## config.mk

```make
export PLATFORM = sky130hd
export DESIGN_NAME = otp_security_and_id
export DESIGN_NICKNAME = d
export VERILOG_FILES = /design/src/otp_sec_pkg.sv /design/src/otp_security_and_id.sv
export SDC_FILE = /design/constraint.sdc
export NUM_CORES = 1
export LEC_CHECK = 0
export ABC_AREA = 1
export ABC_CLOCK_PERIOD_IN_PS = 3400
export BUFFER_PORTS_ARGS = -buffer_cell sky130_fd_sc_hd__buf_2
export CORE_MARGIN = 4
export CORE_UTILIZATION = 35
export DETAILED_ROUTE_END_ITERATION = 10
export PLACE_DENSITY = 0.61
export SETUP_SLACK_MARGIN = 0.02
export SLEW_MARGIN = 20
export SYNTH_ARGS = -nofsm -noshare
export SYNTH_HDL_FRONTEND = slang
export SYNTH_SLANG_ARGS = --single-unit
```

## constraint.sdc

```tcl
create_clock -name i_clk -period 3.4 [get_ports i_clk]
set_input_delay 0.17 -clock i_clk [delete_from_list [all_inputs] [get_ports i_clk]]
set_output_delay 0.17 -clock i_clk [all_outputs]
set_load 0.05 [all_outputs]
```

## src/otp_sec_pkg.sv

```systemverilog
package otp_sec_pkg;

    // ----------------------------------------
    // OTP organisation
    // ----------------------------------------
    localparam int OTP_SECTORS = 4;
    localparam int OTP_ROWS = 512;
    localparam int OTP_AW = 11;
    localparam int MACRO_AW = 12;
    localparam logic [MACRO_AW-1:0] SEC_ROW = 12'h800;
    localparam logic [OTP_AW-1:0] OTP_LAST = 11'h7ff;
    localparam int SECT_LSB = 9;
    localparam int RD_LAT = 2;

    // ----------------------------------------
    // Programming port identifiers
    // ----------------------------------------
    localparam logic [23:0] PORT_ID_ADDR = 24'h100200;
    localparam logic [23:0] PORT_ID_DATA = 24'h200100;
    localparam logic [23:0] PORT_ID_CTRL = 24'h100300;
    localparam int CTRL_GO = 0;
    localparam int CTRL_SEC = 1;

    // ----------------------------------------
    // Test access port
    // ----------------------------------------
    localparam int IR_W = 4;
    localparam int DR_W = 32;
    localparam logic [IR_W-1:0] IR_CAPTURE = 4'h1;
    localparam logic [IR_W-1:0] IR_SCAN_IDENTIFICATION = 4'h1;
    localparam logic [IR_W-1:0] IR_USERCODE = 4'h2;
    localparam logic [IR_W-1:0] IR_OTP_ADDR = 4'h3;
    localparam logic [IR_W-1:0] IR_OTP_DATA = 4'h4;
    localparam logic [IR_W-1:0] IR_DEBUG = 4'h5;
    localparam logic [IR_W-1:0] IR_BYPASS = 4'hf;
    // Identity values are arbitrary
    localparam logic [3:0] ID_VERSION = 4'h0;
    localparam logic [15:0] ID_PART = 16'h0a5c;
    localparam logic [10:0] ID_MAKER = 11'h2aa;
    localparam logic [7:0] SILICON_REV = 8'h01;

    // Locked-down word held until the real one is loaded
    localparam logic [31:0] SEC_SAFE = 32'h0000_7003;

    typedef struct packed {
        logic [9:0] user_id;
        logic [6:0] gp;
        logic dbg_pin_off;
        logic scan_otp_off;
        logic master_lock;
        logic [OTP_SECTORS-1:0] sector_lock;
        logic redundant;
        logic rsv6;
        logic boot_otp;
        logic [2:0] rsv4_2;
        logic link_off;
        logic scan_off;
    } sec_s;

    typedef struct packed {
        logic re;
        logic we;
        logic [MACRO_AW-1:0] addr;
        logic [31:0] wdata;
    } otp_req_s;

    typedef enum logic [15:0] {
        T_RESET = 16'h0001, T_IDLE = 16'h0002, T_SEL_DR = 16'h0004, T_CAP_DR = 16'h0008,
        T_SH_DR = 16'h0010, T_EX1_DR = 16'h0020, T_PA_DR = 16'h0040, T_EX2_DR = 16'h0080,
        T_UP_DR = 16'h0100, T_SEL_IR = 16'h0200, T_CAP_IR = 16'h0400, T_SH_IR = 16'h0800,
        T_EX1_IR = 16'h1000, T_PA_IR = 16'h2000, T_EX2_IR = 16'h4000, T_UP_IR = 16'h8000
    } tap_e;

    typedef enum logic [3:0] {
        B_LOAD = 4'h1, B_COPY = 4'h2, B_DRAIN = 4'h4, B_RUN = 4'h8
    } boot_e;

endpackage : otp_sec_pkg

```

## src/otp_security_and_id.sv

```systemverilog
// Contract
// - Security bit 0 blocks all scan-port debug access
// - Security bit 1 blocks switch access to processor
// - Security bit 5 boots from OTP address zero
// - Security bit 7 enables redundant OTP rows
// - Bits 8-11 lock programming of sectors 0-3
// - Bit 12 rejects every OTP programming attempt
// - Bit 13 denies scan-port OTP reads and writes
// - Bit 14 disables the debug sync pin
// - Bits 15-21 are plain software bits
// - Bits 22-31 extend the user code field
// - Four sectors of 512 32-bit rows
// - Security word loads from OTP at power up
// - Remaining OTP copied to SRAM at start
// - Three programming ports with fixed identifiers
// - Test port has 4-bit IR, 32-bit DR
// - Output-mode sync pin driven low on breakpoint
// - Input-mode sync pin low enters debug mode
// - SCAN_IDENTIFICATION returns version, part and maker fields
// - USERCODE holds user id above silicon revision
module otp_security_and_id (
    input wire logic i_clk,
    input wire logic i_nrst,
    input wire logic i_tck,
    input wire logic i_tms,
    input wire logic i_tdi,
    input wire logic i_trst_n,
    output logic o_tdo,
    output logic o_tdo_oe,
    output otp_sec_pkg::otp_req_s o_otp,
    input wire logic [31:0] i_otp_rdata,
    output logic o_sram_we,
    output logic [otp_sec_pkg::OTP_AW-1:0] o_sram_addr,
    output logic [31:0] o_sram_wdata,
    output logic o_boot_done,
    output logic o_boot_from_otp,
    output logic o_otp_redundant,
    output logic [31:0] o_sec_word,
    input wire logic i_port_we,
    input wire logic [23:0] i_port_id,
    input wire logic [31:0] i_port_wdata,
    output logic o_prog_reject,
    input wire logic i_link_dbg_req,
    output logic o_link_dbg_grant,
    input wire logic [31:0] i_dbg_rdata,
    output logic [31:0] o_dbg_wdata,
    output logic o_dbg_we,
    input wire logic i_dbg_pin,
    output logic o_dbg_pin,
    output logic o_dbg_pin_oe,
    input wire logic i_dbg_pin_out_mode,
    input wire logic i_breakpoint,
    input wire logic i_dbg_resume,
    output logic o_debug_enter
);

    // ----------------------------------------
    // Pin synchronisers
    // ----------------------------------------
    logic [4:0] pin_s1;
    logic [4:0] pin_s2;
    logic tck_d;
    always_ff @(posedge i_clk or negedge i_nrst)
    begin
        if (!i_nrst)
        begin
            // Sync pin idles high, so no false edge follows reset
            pin_s1 <= 5'h10;
            pin_s2 <= 5'h10;
            tck_d <= 1'b0;
        end
        else
        begin
            pin_s1 <= {i_dbg_pin, i_trst_n, i_tdi, i_tms, i_tck};
            pin_s2 <= pin_s1;
            tck_d <= pin_s2[0];
        end
    end
    logic tck_rise;
    logic tck_fall;
    assign tck_rise = pin_s2[0] & ~tck_d;
    assign tck_fall = ~pin_s2[0] & tck_d;

    // ----------------------------------------
    // Shared state
    // ----------------------------------------
    otp_sec_pkg::sec_s sec;
    otp_sec_pkg::tap_e tap;
    otp_sec_pkg::tap_e next_tap;
    logic [otp_sec_pkg::IR_W-1:0] ir, next_ir, ir_sr, next_ir_sr;
    logic [otp_sec_pkg::DR_W-1:0] dr, next_dr;
    logic [otp_sec_pkg::OTP_AW:0] jt_addr, next_jt_addr;
    logic [31:0] jt_rdata;
    logic jt_rd, next_jt_rd, jt_wr, next_jt_wr;
    logic next_tdo, next_tdo_oe, next_dbg_we;
    logic [31:0] next_dbg_wdata;

    function automatic logic prog_locked(otp_sec_pkg::sec_s s, logic to_sec,
                                         logic [otp_sec_pkg::OTP_AW-1:0] a);
        logic hit;
        hit = s.master_lock;
        if (!to_sec)
        begin
            hit = hit | s.sector_lock[a[otp_sec_pkg::OTP_AW-1:otp_sec_pkg::SECT_LSB]];
        end
        return hit;
    endfunction : prog_locked

    // ----------------------------------------
    // Test access port, stepped on sampled clock edges
    // ----------------------------------------
    always_comb
    begin
        next_tap = tap;
        next_ir = ir;
        next_ir_sr = ir_sr;
        next_dr = dr;
        next_jt_addr = jt_addr;
        next_jt_rd = 1'b0;
        next_jt_wr = 1'b0;
        next_tdo = o_tdo;
        next_tdo_oe = o_tdo_oe;
        next_dbg_we = 1'b0;
        next_dbg_wdata = o_dbg_wdata;
        if (!pin_s2[3])
        begin
            next_tap = otp_sec_pkg::T_RESET;
            next_ir = otp_sec_pkg::IR_SCAN_IDENTIFICATION;
            next_tdo_oe = 1'b0;
        end
        else if (tck_rise)
        begin
            case (tap)
                otp_sec_pkg::T_RESET: next_tap = pin_s2[1] ? otp_sec_pkg::T_RESET : otp_sec_pkg::T_IDLE;
                otp_sec_pkg::T_IDLE: next_tap = pin_s2[1] ? otp_sec_pkg::T_SEL_DR : otp_sec_pkg::T_IDLE;
                otp_sec_pkg::T_SEL_DR: next_tap = pin_s2[1] ? otp_sec_pkg::T_SEL_IR : otp_sec_pkg::T_CAP_DR;
                otp_sec_pkg::T_CAP_DR: next_tap = pin_s2[1] ? otp_sec_pkg::T_EX1_DR : otp_sec_pkg::T_SH_DR;
                otp_sec_pkg::T_SH_DR: next_tap = pin_s2[1] ? otp_sec_pkg::T_EX1_DR : otp_sec_pkg::T_SH_DR;
                otp_sec_pkg::T_EX1_DR: next_tap = pin_s2[1] ? otp_sec_pkg::T_UP_DR : otp_sec_pkg::T_PA_DR;
                otp_sec_pkg::T_PA_DR: next_tap = pin_s2[1] ? otp_sec_pkg::T_EX2_DR : otp_sec_pkg::T_PA_DR;
                otp_sec_pkg::T_EX2_DR: next_tap = pin_s2[1] ? otp_sec_pkg::T_UP_DR : otp_sec_pkg::T_SH_DR;
                otp_sec_pkg::T_SEL_IR: next_tap = pin_s2[1] ? otp_sec_pkg::T_RESET : otp_sec_pkg::T_CAP_IR;
                otp_sec_pkg::T_CAP_IR: next_tap = pin_s2[1] ? otp_sec_pkg::T_EX1_IR : otp_sec_pkg::T_SH_IR;
                otp_sec_pkg::T_SH_IR: next_tap = pin_s2[1] ? otp_sec_pkg::T_EX1_IR : otp_sec_pkg::T_SH_IR;
                otp_sec_pkg::T_EX1_IR: next_tap = pin_s2[1] ? otp_sec_pkg::T_UP_IR : otp_sec_pkg::T_PA_IR;
                otp_sec_pkg::T_PA_IR: next_tap = pin_s2[1] ? otp_sec_pkg::T_EX2_IR : otp_sec_pkg::T_PA_IR;
                otp_sec_pkg::T_EX2_IR: next_tap = pin_s2[1] ? otp_sec_pkg::T_UP_IR : otp_sec_pkg::T_SH_IR;
                default: next_tap = pin_s2[1] ? otp_sec_pkg::T_SEL_DR : otp_sec_pkg::T_IDLE;
            endcase
            case (tap)
                otp_sec_pkg::T_RESET: next_ir = otp_sec_pkg::IR_SCAN_IDENTIFICATION;
                otp_sec_pkg::T_CAP_IR: next_ir_sr = otp_sec_pkg::IR_CAPTURE;
                otp_sec_pkg::T_SH_IR: next_ir_sr = {pin_s2[2], ir_sr[otp_sec_pkg::IR_W-1:1]};
                otp_sec_pkg::T_UP_IR: next_ir = ir_sr;
                otp_sec_pkg::T_CAP_DR:
                begin
                    case (ir)
                        otp_sec_pkg::IR_SCAN_IDENTIFICATION: next_dr = {otp_sec_pkg::ID_VERSION,
                            otp_sec_pkg::ID_PART, otp_sec_pkg::ID_MAKER, 1'b1};
                        otp_sec_pkg::IR_USERCODE: next_dr = {sec.user_id, 14'h0000,
                            otp_sec_pkg::SILICON_REV};
                        // Denied reads capture zero so nothing leaks
                        otp_sec_pkg::IR_OTP_DATA: next_dr = (sec.scan_otp_off | sec.scan_off) ?
                            32'h0000_0000 : jt_rdata;
                        otp_sec_pkg::IR_DEBUG: next_dr = sec.scan_off ? 32'h0000_0000 : i_dbg_rdata;
                        default: next_dr = 32'h0000_0000;
                    endcase
                end
                otp_sec_pkg::T_SH_DR:
                begin
                    if (ir == otp_sec_pkg::IR_BYPASS || ir[3] == 1'b1)
                    begin
                        next_dr[0] = pin_s2[2];
                    end
                    else
                    begin
                        next_dr = {pin_s2[2], dr[otp_sec_pkg::DR_W-1:1]};
                    end
                end
                otp_sec_pkg::T_UP_DR:
                begin
                    if (ir == otp_sec_pkg::IR_OTP_ADDR && !sec.scan_otp_off && !sec.scan_off)
                    begin
                        next_jt_addr = dr[otp_sec_pkg::OTP_AW:0];
                        next_jt_rd = 1'b1;
                    end
                    if (ir == otp_sec_pkg::IR_OTP_DATA && !sec.scan_otp_off && !sec.scan_off)
                    begin
                        next_jt_wr = 1'b1;
                    end
                    if (ir == otp_sec_pkg::IR_DEBUG && !sec.scan_off)
                    begin
                        next_dbg_we = 1'b1;
                        next_dbg_wdata = dr;
                    end
                end
                default: next_ir = ir;
            endcase
        end
        else if (tck_fall)
        begin
            next_tdo_oe = (tap == otp_sec_pkg::T_SH_DR) || (tap == otp_sec_pkg::T_SH_IR);
            next_tdo = (tap == otp_sec_pkg::T_SH_IR) ? ir_sr[0] : dr[0];
        end
    end

    always_ff @(posedge i_clk or negedge i_nrst)
    begin
        if (!i_nrst)
        begin
            tap <= otp_sec_pkg::T_RESET;
            ir <= otp_sec_pkg::IR_SCAN_IDENTIFICATION;
            ir_sr <= otp_sec_pkg::IR_CAPTURE;
            dr <= 32'h0000_0000;
            jt_addr <= 12'h000;
            jt_rd <= 1'b0;
            jt_wr <= 1'b0;
            o_tdo <= 1'b0;
            o_tdo_oe <= 1'b0;
            o_dbg_we <= 1'b0;
            o_dbg_wdata <= 32'h0000_0000;
        end
        else
        begin
            tap <= next_tap;
            ir <= next_ir;
            ir_sr <= next_ir_sr;
            dr <= next_dr;
            jt_addr <= next_jt_addr;
            jt_rd <= next_jt_rd;
            jt_wr <= next_jt_wr;
            o_tdo <= next_tdo;
            o_tdo_oe <= next_tdo_oe;
            o_dbg_we <= next_dbg_we;
            o_dbg_wdata <= next_dbg_wdata;
        end
    end

    // ----------------------------------------
    // Boot loader, programming and pin gating
    // ----------------------------------------
    otp_sec_pkg::boot_e boot, next_boot;
    otp_sec_pkg::sec_s next_sec;
    otp_sec_pkg::otp_req_s next_otp;
    logic [otp_sec_pkg::OTP_AW-1:0] cp_addr, next_cp_addr;
    logic [otp_sec_pkg::OTP_AW-1:0] prog_addr, next_prog_addr;
    logic [31:0] prog_data, next_prog_data, next_jt_rdata;
    logic [otp_sec_pkg::RD_LAT-1:0] rd_v, rd_cp;
    logic [otp_sec_pkg::OTP_AW-1:0] rd_a [otp_sec_pkg::RD_LAT];
    logic jt_pend, next_jt_pend, jt_pw, next_jt_pw;
    logic next_sram_we, next_reject, next_grant, next_pin_oe, next_enter, bp_hold, next_bp_hold;
    logic [otp_sec_pkg::OTP_AW-1:0] next_sram_addr;
    logic [31:0] next_sram_wdata;
    logic pin_d;

    always_comb
    begin
        next_boot = boot;
        next_sec = sec;
        next_otp = '0;
        next_cp_addr = cp_addr;
        next_prog_addr = prog_addr;
        next_prog_data = prog_data;
        next_jt_rdata = jt_rdata;
        next_jt_pend = jt_pend | jt_rd | jt_wr;
        next_jt_pw = (jt_rd | jt_wr) ? jt_wr : jt_pw;
        next_sram_we = 1'b0;
        next_sram_addr = o_sram_addr;
        next_sram_wdata = o_sram_wdata;
        next_reject = 1'b0;
        // Returned OTP words land by the tag they were issued with
        if (rd_v[otp_sec_pkg::RD_LAT-1])
        begin
            if (boot == otp_sec_pkg::B_LOAD)
            begin
                next_sec = i_otp_rdata;
                next_boot = otp_sec_pkg::B_COPY;
            end
            else if (rd_cp[otp_sec_pkg::RD_LAT-1])
            begin
                next_sram_we = 1'b1;
                next_sram_addr = rd_a[otp_sec_pkg::RD_LAT-1];
                next_sram_wdata = i_otp_rdata;
            end
            else
            begin
                next_jt_rdata = i_otp_rdata;
            end
        end
        case (boot)
            otp_sec_pkg::B_LOAD:
            begin
                next_otp.re = (rd_v == '0) && !rd_v[otp_sec_pkg::RD_LAT-1];
                next_otp.addr = otp_sec_pkg::SEC_ROW;
            end
            otp_sec_pkg::B_COPY:
            begin
                next_otp.re = 1'b1;
                next_otp.addr = {1'b0, cp_addr};
                next_cp_addr = cp_addr + 11'h001;
                if (cp_addr == otp_sec_pkg::OTP_LAST)
                begin
                    next_boot = otp_sec_pkg::B_DRAIN;
                end
            end
            otp_sec_pkg::B_DRAIN:
            begin
                if (rd_v == '0)
                begin
                    next_boot = otp_sec_pkg::B_RUN;
                end
            end
            otp_sec_pkg::B_RUN:
            begin
                if (i_port_we && i_port_id == otp_sec_pkg::PORT_ID_ADDR)
                begin
                    next_prog_addr = i_port_wdata[otp_sec_pkg::OTP_AW-1:0];
                end
                if (i_port_we && i_port_id == otp_sec_pkg::PORT_ID_DATA)
                begin
                    next_prog_data = i_port_wdata;
                end
                if (i_port_we && i_port_id == otp_sec_pkg::PORT_ID_CTRL && i_port_wdata[otp_sec_pkg::CTRL_GO])
                begin
                    if (prog_locked(sec, i_port_wdata[otp_sec_pkg::CTRL_SEC], prog_addr))
                    begin
                        next_reject = 1'b1;
                    end
                    else
                    begin
                        next_otp.we = 1'b1;
                        next_otp.addr = i_port_wdata[otp_sec_pkg::CTRL_SEC] ?
                            otp_sec_pkg::SEC_ROW : {1'b0, prog_addr};
                        next_otp.wdata = prog_data;
                        if (i_port_wdata[otp_sec_pkg::CTRL_SEC])
                        begin
                            next_sec = sec | prog_data;
                        end
                    end
                end
                else if (jt_pend)
                begin
                    next_jt_pend = jt_rd | jt_wr;
                    next_otp.addr = jt_addr[otp_sec_pkg::OTP_AW] ?
                        otp_sec_pkg::SEC_ROW : {1'b0, jt_addr[otp_sec_pkg::OTP_AW-1:0]};
                    next_otp.wdata = dr;
                    if (!jt_pw)
                    begin
                        next_otp.re = 1'b1;
                    end
                    else if (prog_locked(sec, jt_addr[otp_sec_pkg::OTP_AW],
                                         jt_addr[otp_sec_pkg::OTP_AW-1:0]))
                    begin
                        next_reject = 1'b1;
                    end
                    else
                    begin
                        next_otp.we = 1'b1;
                        if (jt_addr[otp_sec_pkg::OTP_AW])
                        begin
                            next_sec = sec | dr;
                        end
                    end
                end
            end
            default: next_boot = otp_sec_pkg::B_LOAD;
        endcase
        next_grant = i_link_dbg_req & ~sec.link_off & (boot == otp_sec_pkg::B_RUN);
        next_bp_hold = (bp_hold | i_breakpoint) & ~i_dbg_resume;
        // Pin is only ever pulled low, never driven high
        next_pin_oe = next_bp_hold & i_dbg_pin_out_mode & ~sec.dbg_pin_off;
        next_enter = ~i_dbg_pin_out_mode & ~sec.dbg_pin_off & pin_d & ~pin_s2[4];
    end

    always_ff @(posedge i_clk or negedge i_nrst)
    begin
        if (!i_nrst)
        begin
            boot <= otp_sec_pkg::B_LOAD;
            sec <= otp_sec_pkg::SEC_SAFE;
            o_otp <= '0;
            cp_addr <= 11'h000;
            prog_addr <= 11'h000;
            prog_data <= 32'h0000_0000;
            jt_rdata <= 32'h0000_0000;
            jt_pend <= 1'b0;
            jt_pw <= 1'b0;
            rd_v <= '0;
            rd_cp <= '0;
            rd_a <= '{default: '0};
            o_sram_we <= 1'b0;
            o_sram_addr <= 11'h000;
            o_sram_wdata <= 32'h0000_0000;
            o_prog_reject <= 1'b0;
            o_link_dbg_grant <= 1'b0;
            bp_hold <= 1'b0;
            o_dbg_pin_oe <= 1'b0;
            o_debug_enter <= 1'b0;
            pin_d <= 1'b1;
            o_boot_done <= 1'b0;
            o_boot_from_otp <= 1'b0;
            o_otp_redundant <= 1'b0;
            o_sec_word <= otp_sec_pkg::SEC_SAFE;
            o_dbg_pin <= 1'b0;
        end
        else
        begin
            boot <= next_boot;
            sec <= next_sec;
            o_otp <= next_otp;
            cp_addr <= next_cp_addr;
            prog_addr <= next_prog_addr;
            prog_data <= next_prog_data;
            jt_rdata <= next_jt_rdata;
            jt_pend <= next_jt_pend;
            jt_pw <= next_jt_pw;
            rd_v <= {rd_v[0], o_otp.re};
            rd_cp <= {rd_cp[0], boot == otp_sec_pkg::B_COPY || boot == otp_sec_pkg::B_DRAIN};
            rd_a <= '{o_otp.addr[otp_sec_pkg::OTP_AW-1:0], rd_a[0]};
            o_sram_we <= next_sram_we;
            o_sram_addr <= next_sram_addr;
            o_sram_wdata <= next_sram_wdata;
            o_prog_reject <= next_reject;
            o_link_dbg_grant <= next_grant;
            bp_hold <= next_bp_hold;
            o_dbg_pin_oe <= next_pin_oe;
            o_debug_enter <= next_enter;
            pin_d <= pin_s2[4];
            o_boot_done <= (next_boot == otp_sec_pkg::B_RUN);
            o_boot_from_otp <= next_sec.boot_otp;
            o_otp_redundant <= next_sec.redundant;
            o_sec_word <= next_sec;
            // Sync pin level fixed low; enable does the work
            o_dbg_pin <= 1'b0;
        end
    end

endmodule : otp_security_and_id

```

==> out/qor_table.md, run 1 <==
| Metric | This run | Unit |
|---|---|---|
| Number of ports placed on the die boundary | 297 | - |
| Unrepaired setup endpoints after global routing | no | - |
| Clock tree from TritonCTS | built | - |
| Synthesized instance count | 1,956 | - |
| Post-synthesis sequential area ratio | 56.5 | % |
| Initial Util | 35.4 | % |
| Clock slew at the register clock pins of the worst setup and hold paths | 70 | ps |
| Layout Skew | 26.0 | ps |
| Yosys cell types | 45 | - |
| Commonest register cell after synthesis | dfrtp_1 | - |
| Number of nets with antenna violations after detailed routing | 0 | - |
| Area occupied by multi-input gates | 5790 | µm² |
| Number of cell instances on the worst register-to-register path | 9 | - |
| Minimum clock period after layout | 2370 | ps |
| Data required time at the worst endpoint | 3830 | ps |
| Clock sink total | 363 | - |
| Total congestion overflow | 0 | - |
| Fraction of layout instances using a drive strength above 1 | 19.1 | % |
| Detailed placement HPWL | 40.8 | mm |
| Type of the most critical hold path | input port to flop | - |
| Placed cell count | 2,782 | - |
| CP arrival | 2790 | ps |
| FFs w/ async S/R, synth | 100 | % |
| Mean routed wirelength per cell | 18.8 | µm |
| Outcome | finished clean | - |
| Average instance area after synthesis | 8.24 | µm² |
| Max IR drop VDD | 298 | µV |
| DR iter-0 viols | 1,034 | - |
| Leading cell type by number of instances after synthesis | nand2_1 | - |
| Max-slew violation total from the final report | 0 | - |
| Synth warn | 0 | - |
| Post-route worst hold slack | 27.5 | ps |
| Largest net degree at the start of global routing | 79 | - |
| Post-detailed-route DRC marker count | 0 | - |
| Top area cells in the synthesized netlist | dfrtp_1 (54%), nand2_1 (16%), o21ai_0 (6.3%) | - |
| Fmax | 423 | MHz |
| Cell area after layout | 20,400 | µm² |
| Worst-path fanout max | 50 | - |
| Relative slew slack | 40.3 | % |
| Final worst slack | 1030 | ps |
| Number of buffers created by CTS | 41 | - |
| Final wirelength | 55.0 | mm |
| CP Class | flop to flop | - |
| Area Overhead vs Synth | 26.4 | % |
| Clock latency on the worst-skew pair | 570 | ps |
| Dominant cell type by area after synthesis | dfrtp_1 | - |
| Hold violation count in the final report | 0 | - |
| Mapped Nets | 2,089 | - |
| Final #Nets | 2,431 | - |
| Share of the synthesized area in the top cell type | 54.5 | % |
| Number of core rows | 78 | - |
| Number of iterations in the first detailed-routing pass | 8 | - |
| Number of filler instances in the final layout | 4,542 | - |
| Area taken by flip-flops and latches | 9100 | µm² |
| Leak Pwr | 10.6 | nW |
| Number of H-tree levels | 2 | - |
| Max cap viols | 0 | - |
| Post-Route Setup TNS | 0 | ps |
| Overall die height | 223 | µm |
| Setup slack at placement | 1000 | ps |
| Total standard cell area after synthesis | 16,100 | µm² |
| Via count of the first global-routing pass | 14.6k | - |
| PortBufs | 295 | - |
| Worst-margin pin slew | 893 | ps |
| Hold buffers post-CTS | 73 | - |
| Gpl congestion | 0.927 | - |
| Chip Width | 223 | µm |
| End point of the critical path | prog_data[11] | - |
| Max clock buf depth | 3 | - |
| Number of synthesized flops with an enable pin | 0 | - |
| Crit end category | flop | - |
| Initial antenna violation count | 2 | - |
| Number of gates resized after cts | 0 | - |
| Final setup violation count | 0 | - |
| Clock root buffer master | clkbuf_16 | - |
| Wire length of the first global-routing pass | 84.6 | mm |
| Die Outline Area | 49,500 | µm² |
| Final Instance Count excl. Fillers | 2,932 | - |
| Vias per Instance | 4.93 | - |
| Aggregate global-route resource usage | 21.9 | % |
| Detailed-route via count | 14.5k | - |
| Source of the worst register-to-register timing path | boot[1] | - |
| Post-synth top cells | nand2_1 (673), dfrtp_1 (351), inv_1 (206), o21ai_0 (203), nor2_1 (101) | - |
| Power per cell area | 486 | nW/µm² |
| Number of register bits inferred by synthesis | 363 | - |
| Core Region | 45,500 | µm² |
| Worst reg2reg path endpoint | prog_data[11] | - |
| Final Cycle Share | 69.6 | % |
| Post CTS Setup Buffer Count | 0 | - |
| Instance area at placement | 18,200 | µm² |
| Startpoint of the most critical setup path | boot[1] | - |
| Worst-case register-to-register setup slack | 1030 | ps |
| CP Launch Type | flop | - |
-- per-layer routing --
layer	wire, µm	GRT usage [%]
met4	2260	8.69
met2	27000	37.5
met5	0	0
met1	22300	27.2
met3	3370	4.27
-- cell type report --
class | instances | area share [%]
timing repair buffer | 390 | 12.1
multi-input combinational | 1290 | 28.4
inverter | 212 | 3.93
antenna | 2 | 0.0246
clock inverter | 24 | 1.63
sequential | 363 | 44.7
tap | 600 | 3.68
clock buffer | 51 | 5.57
-- worst max-delay path: stages (launching register included) --
cell and delay, ps:
dfrtp_1 400, inv_2 70, nand2_1 90, nor3_4 150
inv_2 60, nor2_1 150, nand3_2 690, buf_4 480
nand2_1 70, o21ai_1 50
-- state kept, by name (all words and copies together) (netlist names), 16 cells and up --
| register | cells |
|---|---|
| o_otp | 46 |
| tap | 16 |
| dr | 32 |
| o_sram_wdata | 32 |
| o_dbg_wdata | 32 |
| sec | 20 |
| prog_data | 32 |
| jt_rdata | 32 |
| rd_a | 22 |
-- metrics by stage --
step / utilization, % / power, mW
6_report: 44.8 / 9.89
5_1_grt: 44.8 / 10.2
3_5_place_dp: 40.0 / 5.12
4_1_cts: 44.8 / 10.0
2_1_floorplan: - / 4.79
3_3_place_gp: 40.0 / 5.11
-- power by group --
group / switching (mW) / total (mW) / internal [mW] / leakage [nW]
logic: 0.468 / 0.671 / 0.203 / 5.48
registers: 0.0485 / 4.43 / 4.38 / 4.40
clock network: 1.88 / 4.80 / 2.92 / 0.712
-- worst min-delay path by stage --
stage                     cells after the start             from          endpoint  slack (ps)
final                                         3   i_otp_rdata[8]   o_sram_wdata[8]          30
after global routing                          3   i_otp_rdata[8]   o_sram_wdata[8]          40
after CTS                                     3  i_otp_rdata[14]  o_sram_wdata[14]           4
after detailed placement                      1           i_nrst   o_sram_wdata[5]         200
after global placement                        1           i_nrst   o_sram_wdata[8]         190
after floorplan                               0           i_nrst           boot[1]        -130
-- placed cells by master, fill, tap and decap left out, drive strengths merged, types with 13 or more instances in the layout --
master       count
a21oi           26
buf            317
clkbuf          51
clkinv          14
dfrtp          351
dlygate4sd3     73
inv            211
nand2          676
nand3           76
nand4           47
nor2           111
nor3            13
o21ai          284
-- cells by family after synthesis --
| logic type | Yosys count | synth area share, % |
|---|---|---|
| and+or+nand+nor | 939 | 24.2 |
| DFF | 363 | 56.5 |
| AOI/OAI and AO/OA | 340 | 11.0 |
| buffers and inverters | 303 | 7.72 |
| xor gates and xnor gates | 9 | 0.489 |
| adders and majority gates | 1 | 0.0776 |
| other | 1 | 0.0233 |
Note: power is estimated with default switching activity, not from simulation.
==> inputs of run 2 (changes only) <==
--- a/config.mk
+++ b/config.mk
@@ -6,7 +6,7 @@
 export NUM_CORES = 1
 export LEC_CHECK = 0
 export ABC_AREA = 1
-export ABC_CLOCK_PERIOD_IN_PS = 3400
+export ABC_CLOCK_PERIOD_IN_PS = 2200
 export BUFFER_PORTS_ARGS = -buffer_cell sky130_fd_sc_hd__buf_2
 export CORE_MARGIN = 4
 export CORE_UTILIZATION = 35
==> constraint.sdc (replaced) <==
create_clock -name i_clk -period 2.2 [get_ports i_clk]
set_input_delay 0.11 -clock i_clk [delete_from_list [all_inputs] [get_ports i_clk]]
set_output_delay 0.11 -clock i_clk [all_outputs]
set_load 0.05 [all_outputs]
==> run 2 against run 1 <==
Against the previous run:
- register-to-register slack lost 810 ps
- first-iteration DRC count is 0.87% lower
- largest cell class unchanged
- sequential share of layout area is 0.50 points lower
==> out/qor_table.md, run 2 (synthesized netlist as in run 1, its figures left out) <==
| Metric | This run | Unit |
|---|---|---|
| Power per cell area | 719 | nW/µm² |
| Leak Pwr | 10.7 | nW |
| PortBufs | 295 | - |
| Vias per Instance | 4.95 | - |
| Post-Route Setup TNS | 0 | ps |
| Data required time at the worst endpoint | 2660 | ps |
| CP Class | flop to flop | - |
| Register bank with the most flops | o_otp | - |
| Detailed placement HPWL | 41.8 | mm |
| Initial antenna violation count | 1 | - |
| Number of core rows | 78 | - |
| Post-detailed-route DRC marker count | 0 | - |
| Number of buffers created by CTS | 41 | - |
| Gpl congestion | 0.885 | - |
| Leading cell type in the layout, fill and taps excluded | nand2_1 | - |
| Max reg flops | 46 | - |
| Number of filler instances in the final layout | 4,575 | - |
| Number of H-tree levels | 2 | - |
| Clock slew at the register clock pins of the worst setup and hold paths | 60 | ps |
| Type of the most critical hold path | input port to flop | - |
| Largest net degree at the start of global routing | 76 | - |
| Clock root buffer master | clkbuf_16 | - |
| Worst-margin pin slew | 970 | ps |
| Worst-path fanout max | 27 | - |
| Relative slew slack | 35.1 | % |
| Max IR drop VDD | 450 | µV |
| DR iter-0 viols | 1,025 | - |
| Number of ports placed on the die boundary | 297 | - |
| Overall die height | 223 | µm |
| Clock latency on the worst-skew pair | 580 | ps |
| Total congestion overflow | 0 | - |
| Number of iterations in the first detailed-routing pass | 5 | - |
| Final Cycle Share | 90.0 | % |
| Unrepaired setup endpoints after global routing | no | - |
| Final wirelength | 56.6 | mm |
| Post-route worst hold slack | 27.4 | ps |
| Mean routed wirelength per cell | 19.1 | µm |
| Hold violation count in the final report | 0 | - |
| Area Overhead vs Synth | 27.8 | % |
| Aggregate global-route resource usage | 22.5 | % |
| Minimum clock period after layout | 1980 | ps |
| Met1 Routed Length | 23.2 | mm |
| Chip Width | 223 | µm |
| Fraction of layout instances using a drive strength above 1 | 19.9 | % |
| Die Outline Area | 49,500 | µm² |
| Final setup violation count | 0 | - |
| Core Region | 45,500 | µm² |
| Most frequent cells in the layout | nand2_1 (672), dfrtp_1 (351), buf_2 (294) | - |
| Met3 Routed Length | 3.39 | mm |
| Max-slew violation total from the final report | 0 | - |
| Layout Skew | 31.3 | ps |
| Wire length of the first global-routing pass | 86.9 | mm |
| Detailed-route via count | 14.7k | - |
| Number of nets with antenna violations after detailed routing | 0 | - |
| Diodes inserted | 0 | - |
| Outcome | finished clean | - |
| Final #Nets | 2,468 | - |
| Initial Util | 35.4 | % |
| Top routing layer used | met5 | - |
| CP arrival | 2440 | ps |
| Clock sink total | 363 | - |
| Fmax | 505 | MHz |
| CP Launch Type | flop | - |
| Max cap viols | 0 | - |
| Wire length on met2 | 27.4 | mm |
| Final cell utilization of the core | 45.3 | % |
| Clock tree from TritonCTS | built | - |
| Via count of the first global-routing pass | 14.9k | - |
| Max clock buf depth | 3 | - |
| Crit end category | flop | - |
run 2: changes by cell type in the layout (fill, tap and decap cells not counted):
| cell | change |
|---|---|
| inv_8 | +1 |
| buf_4 | +25 |
| clkinv_2 | +2 |
| clkbuf_1 | +2 |
| clkbuf_8 | +4 |
| buf_12 | +4 |
| dlygate4sd3_1 | +8 |
| clkinv_4 | -5 |
| bufinv_16 | -5 |
| diode_2 | -2 |
run 2: power breakdown:
part           switching (mW)  internal, mW
clock network            2.87          4.04
registers              0.0725          6.77
logic                   0.725         0.336
run 2: through the flow:
stage | power (mW) | instances | worst slack [ps] | area, µm²
6_report | 14.8 | 2966 | 220 | 20600
5_1_grt | 15.3 | 2966 | 28.0 | 20600
4_1_cts | 15.0 | 2966 | 209 | 20600
3_5_place_dp | 7.92 | 2811 | 255 | 18400
3_3_place_gp | 7.91 | 2811 | 275 | 18400
2_1_floorplan | 7.40 | 1956 | 484 | 16100
run 2: repair_timing:
item | CTS | global route
buffers inserted | 0 | 0
hold buffers | 81 | 0
gates resized for setup | 0 | 1
hold endpoints to repair | 266 | 0
endpoints found under the setup margin | 0 | 4
run 2: path summary, 6_finish.rpt:
path                            slack [ps]             end       startpoint  depth (start not counted)
worst max-delay path                   220       o_otp[25]          boot[1]                          6
min in group asynchronous              120  o_dbg_wdata[7]           i_nrst                          2
max in group asynchronous             1280       o_otp[12]           i_nrst                          3
worst min register to register         350         rd_a[3]         rd_a[14]                          0
worst max register to register         220       o_otp[25]          boot[1]                          6
worst min-delay path                    30          dr[20]  i_dbg_rdata[20]                          6
run 2: worst max-delay path, stage by stage, from the launching register on:
cell and delay, ps:
dfrtp_1 400, inv_2 70, nand2_1 90, nor3_4 150, buf_4 390, nand3_1 380
o21ai_0 380
run 2: layout make-up:
| type | instances | area [µm²] | area share [%] |
|---|---|---|---|
| flip-flops and latches | 363 | 9100 | 44.2 |
| clock inverters | 17 | 156 | 0.759 |
| well taps | 600 | 751 | 3.64 |
| clock buffers | 57 | 1200 | 5.81 |
| inverters | 212 | 803 | 3.90 |
| multi-input cells | 1290 | 5790 | 28.1 |
| repair buffers | 427 | 2810 | 13.6 |
run 2: per-layer routing:
metal	up-vias	track usage, %
met4	2	9.98
met1	7094	27.9
met5	-	0
li1	6978	-
met2	477	38.2
met3	125	4.40
==> inputs of run 3 (changes only) <==
--- a/config.mk
+++ b/config.mk
@@ -9,9 +9,9 @@
 export ABC_CLOCK_PERIOD_IN_PS = 2200
 export BUFFER_PORTS_ARGS = -buffer_cell sky130_fd_sc_hd__buf_2
 export CORE_MARGIN = 4
-export CORE_UTILIZATION = 35
+export CORE_UTILIZATION = 30
 export DETAILED_ROUTE_END_ITERATION = 10
-export PLACE_DENSITY = 0.61
+export PLACE_DENSITY = 0.55
 export SETUP_SLACK_MARGIN = 0.02
 export SLEW_MARGIN = 20
 export SYNTH_ARGS = -nofsm -noshare
==> run 3 against run 2 <==
Against the previous run:
- sequential power about the same
- worst hold slack about the same
- clock skew decreased by 6.7 ps
- total power increased by 4.2%
- non-clock buffer count decreased by 6
- fmax decreased by 2.2%
- clock power increased by 8.8%
- die area increased by 16%
- cell count increased by 2.9%
- clock-buffer cell count increased by 2
- critical endpoint is now o_otp[24]
- highest routed layer unchanged
==> out/qor_table.md, run 3 (synthesized netlist as in run 1, its figures left out) <==
| Metric | This run | Unit |
|---|---|---|
| Leak Pwr | 10.8 | nW |
| Clock latency on the worst-skew pair | 570 | ps |
| Clock slew at the register clock pins of the worst setup and hold paths | 60 | ps |
| Number of ports placed on the die boundary | 297 | - |
| Unrepaired setup endpoints after global routing | no | - |
| PortBufs | 295 | - |
| DR iter-0 viols | 1,123 | - |
| Final wirelength | 58.7 | mm |
| Wire length of the first global-routing pass | 88.0 | mm |
| Met2 capacity usage during global routing | 35.6 | % |
| Total congestion overflow | 0 | - |
| Post-Route Setup TNS | 0 | ps |
| Worst-case register-to-register setup slack | 170 | ps |
| Area Overhead vs Synth | 29.2 | % |
| Via count of the first global-routing pass | 14.7k | - |
| Detailed-route via count | 14.6k | - |
| Clock tree from TritonCTS | built | - |
| Final Instance Count excl. Fillers | 3,053 | - |
| Number of buffers created by CTS | 42 | - |
| Mean routed wirelength per cell | 19.2 | µm |
| Final setup violation count | 0 | - |
| Max reg flops | 46 | - |
| Clock root buffer master | clkbuf_16 | - |
| Max clock buf depth | 3 | - |
| Initial antenna violation count | 3 | - |
| Number of nets with antenna violations after detailed routing | 0 | - |
| CP arrival | 2480 | ps |
| Power, Total | 15.4 | mW |
| Crit end category | flop | - |
| Type of the most critical hold path | input port to flop | - |
| Relative slew slack | 54.1 | % |
| Max IR drop VDD | 478 | µV |
| Post CTS Setup Buffer Count | 0 | - |
| Cell area after layout | 20,800 | µm² |
| Post-detailed-route DRC marker count | 0 | - |
| Minimum clock period after layout | 2030 | ps |
| Fmax | 494 | MHz |
| Number of iterations in the first detailed-routing pass | 5 | - |
| Initial Util | 30.5 | % |
| Placed cell count | 2,899 | - |
| Max-slew violation total from the final report | 0 | - |
| Number of cell instances on the worst register-to-register path | 9 | - |
| Worst-margin pin slew | 688 | ps |
| Outcome | finished clean | - |
| Most frequent cells in the layout | nand2_1 (672), dfrtp_1 (351), buf_2 (294) | - |
| Worst-path fanout max | 27 | - |
| Number of core rows | 84 | - |
| Global-route layer with the greatest usage | met2 | - |
| Die Outline Area | 57,500 | µm² |
| Number of H-tree levels | 2 | - |
| End point of the critical path | o_otp[24] | - |
| Chip Width | 240 | µm |
| Final #Nets | 2,463 | - |
| Register bank with the most flops | o_otp | - |
| Startpoint of the most critical setup path | boot[1] | - |
| Final Cycle Share | 92.1 | % |
| Fraction of layout instances using a drive strength above 1 | 20.0 | % |
| CP Launch Type | flop | - |
| Overall die height | 240 | µm |
| Final cell utilization of the core | 39.4 | % |
| Largest net degree at the start of global routing | 76 | - |
| Hold violation count in the final report | 0 | - |
| Detailed placement HPWL | 44.0 | mm |
| CP Class | flop to flop | - |
| Leading cell type in the layout, fill and taps excluded | nand2_1 | - |
| Source of the worst register-to-register timing path | boot[1] | - |
| Core Region | 52,900 | µm² |
| Global routing usage on met1 | 24.4 | % |
| Max cap viols | 0 | - |
| Gpl congestion | 0.902 | - |
| Vias per Instance | 4.79 | - |
| Power per cell area | 741 | nW/µm² |
| Instance area at placement | 18,600 | µm² |
| Aggregate global-route resource usage | 20.1 | % |
| Clock sink total | 363 | - |
| Layout Skew | 24.6 | ps |
| Grt met3 use | 3.68 | % |
| Data required time at the worst endpoint | 2660 | ps |
| Worst reg2reg path endpoint | o_otp[24] | - |
==> run 3: cell count changes in the layout (fill, tap and decap cells not counted) <==
cell,previous run,this run
clkinv_2,10,7
buf_4,41,39
dlygate4sd3_1,81,75
buf_12,10,12
clkinv_4,0,1
clkinv_8,1,0
clkbuf_8,9,7
diode_2,0,2
clkinvlp_4,4,1
clkbuf_1,6,9
clkbuf_16,42,43
inv_6,0,2
bufinv_16,2,7
==> run 3: layout make-up <==
cell class	count	area, µm²
antenna	2	5.00
sequential	363	9100
tap	688	861
clock inverter	18	279
timing repair buffer	421	2770
multi-input combinational	1290	5790
inverter	212	803
clock buffer	59	1210
fill	5349	32000
==> run 3: report_power, final <==
| part | switching [mW] | internal, mW | total (mW) |
|---|---|---|---|
| sequential | 0.0736 | 6.77 | 6.84 |
| combinational | 0.740 | 0.332 | 1.07 |
| clock | 2.86 | 4.66 | 7.52 |
==> run 3: through the flow <==
stage	hold WS, ps	setup slack [ps]
CTS	1.44	205
global route	63.0	28.0
finish	27.1	174
global placement	128	188
detailed placement	124	228
floorplan	-186	484
==> run 3: layer usage <==
metal / vias up / part of all wire [%]
li1: 6961 / -
met1: 7110 / 40
met2: 450 / 51
met3: 106 / 5.8
met4: 2 / 3.5
met5: - / 0.022
==> run 3: timing repair <==
action / 4_1_cts / 5_1_grt
hold endpoints to repair: 195 / 0
hold buffers: 75 / 0
endpoints found under the setup margin: 0 / 6
gates resized for setup: 0 / 1
==> run 3: worst min path at each step <==
| stage | cells after the start | start | endpoint | slack (ps) |
|---|---|---|---|---|
| 6_report | 7 | i_dbg_rdata[28] | dr[28] | 30 |
| 5_1_grt | 5 | i_dbg_rdata[0] | dr[0] | 60 |
| 4_1_cts | 7 | i_dbg_rdata[28] | dr[28] | 1 |
| 3_5_place_dp | 1 | i_nrst | o_sram_wdata[3] | 120 |
| 3_3_place_gp | 1 | i_nrst | o_sram_wdata[3] | 130 |
| 2_1_floorplan | 0 | i_nrst | boot[1] | -190 |
==> run 3: worst max-delay path, stage by stage, from the launching register on <==
cell and delay [ps]:
dfrtp_1 400, inv_2 70, nand2_1 90, nor3_4 150
buf_4 360, nand2_1 180, nor2_1 260, buf_4 230
nand2_1 60, o21ai_0 120
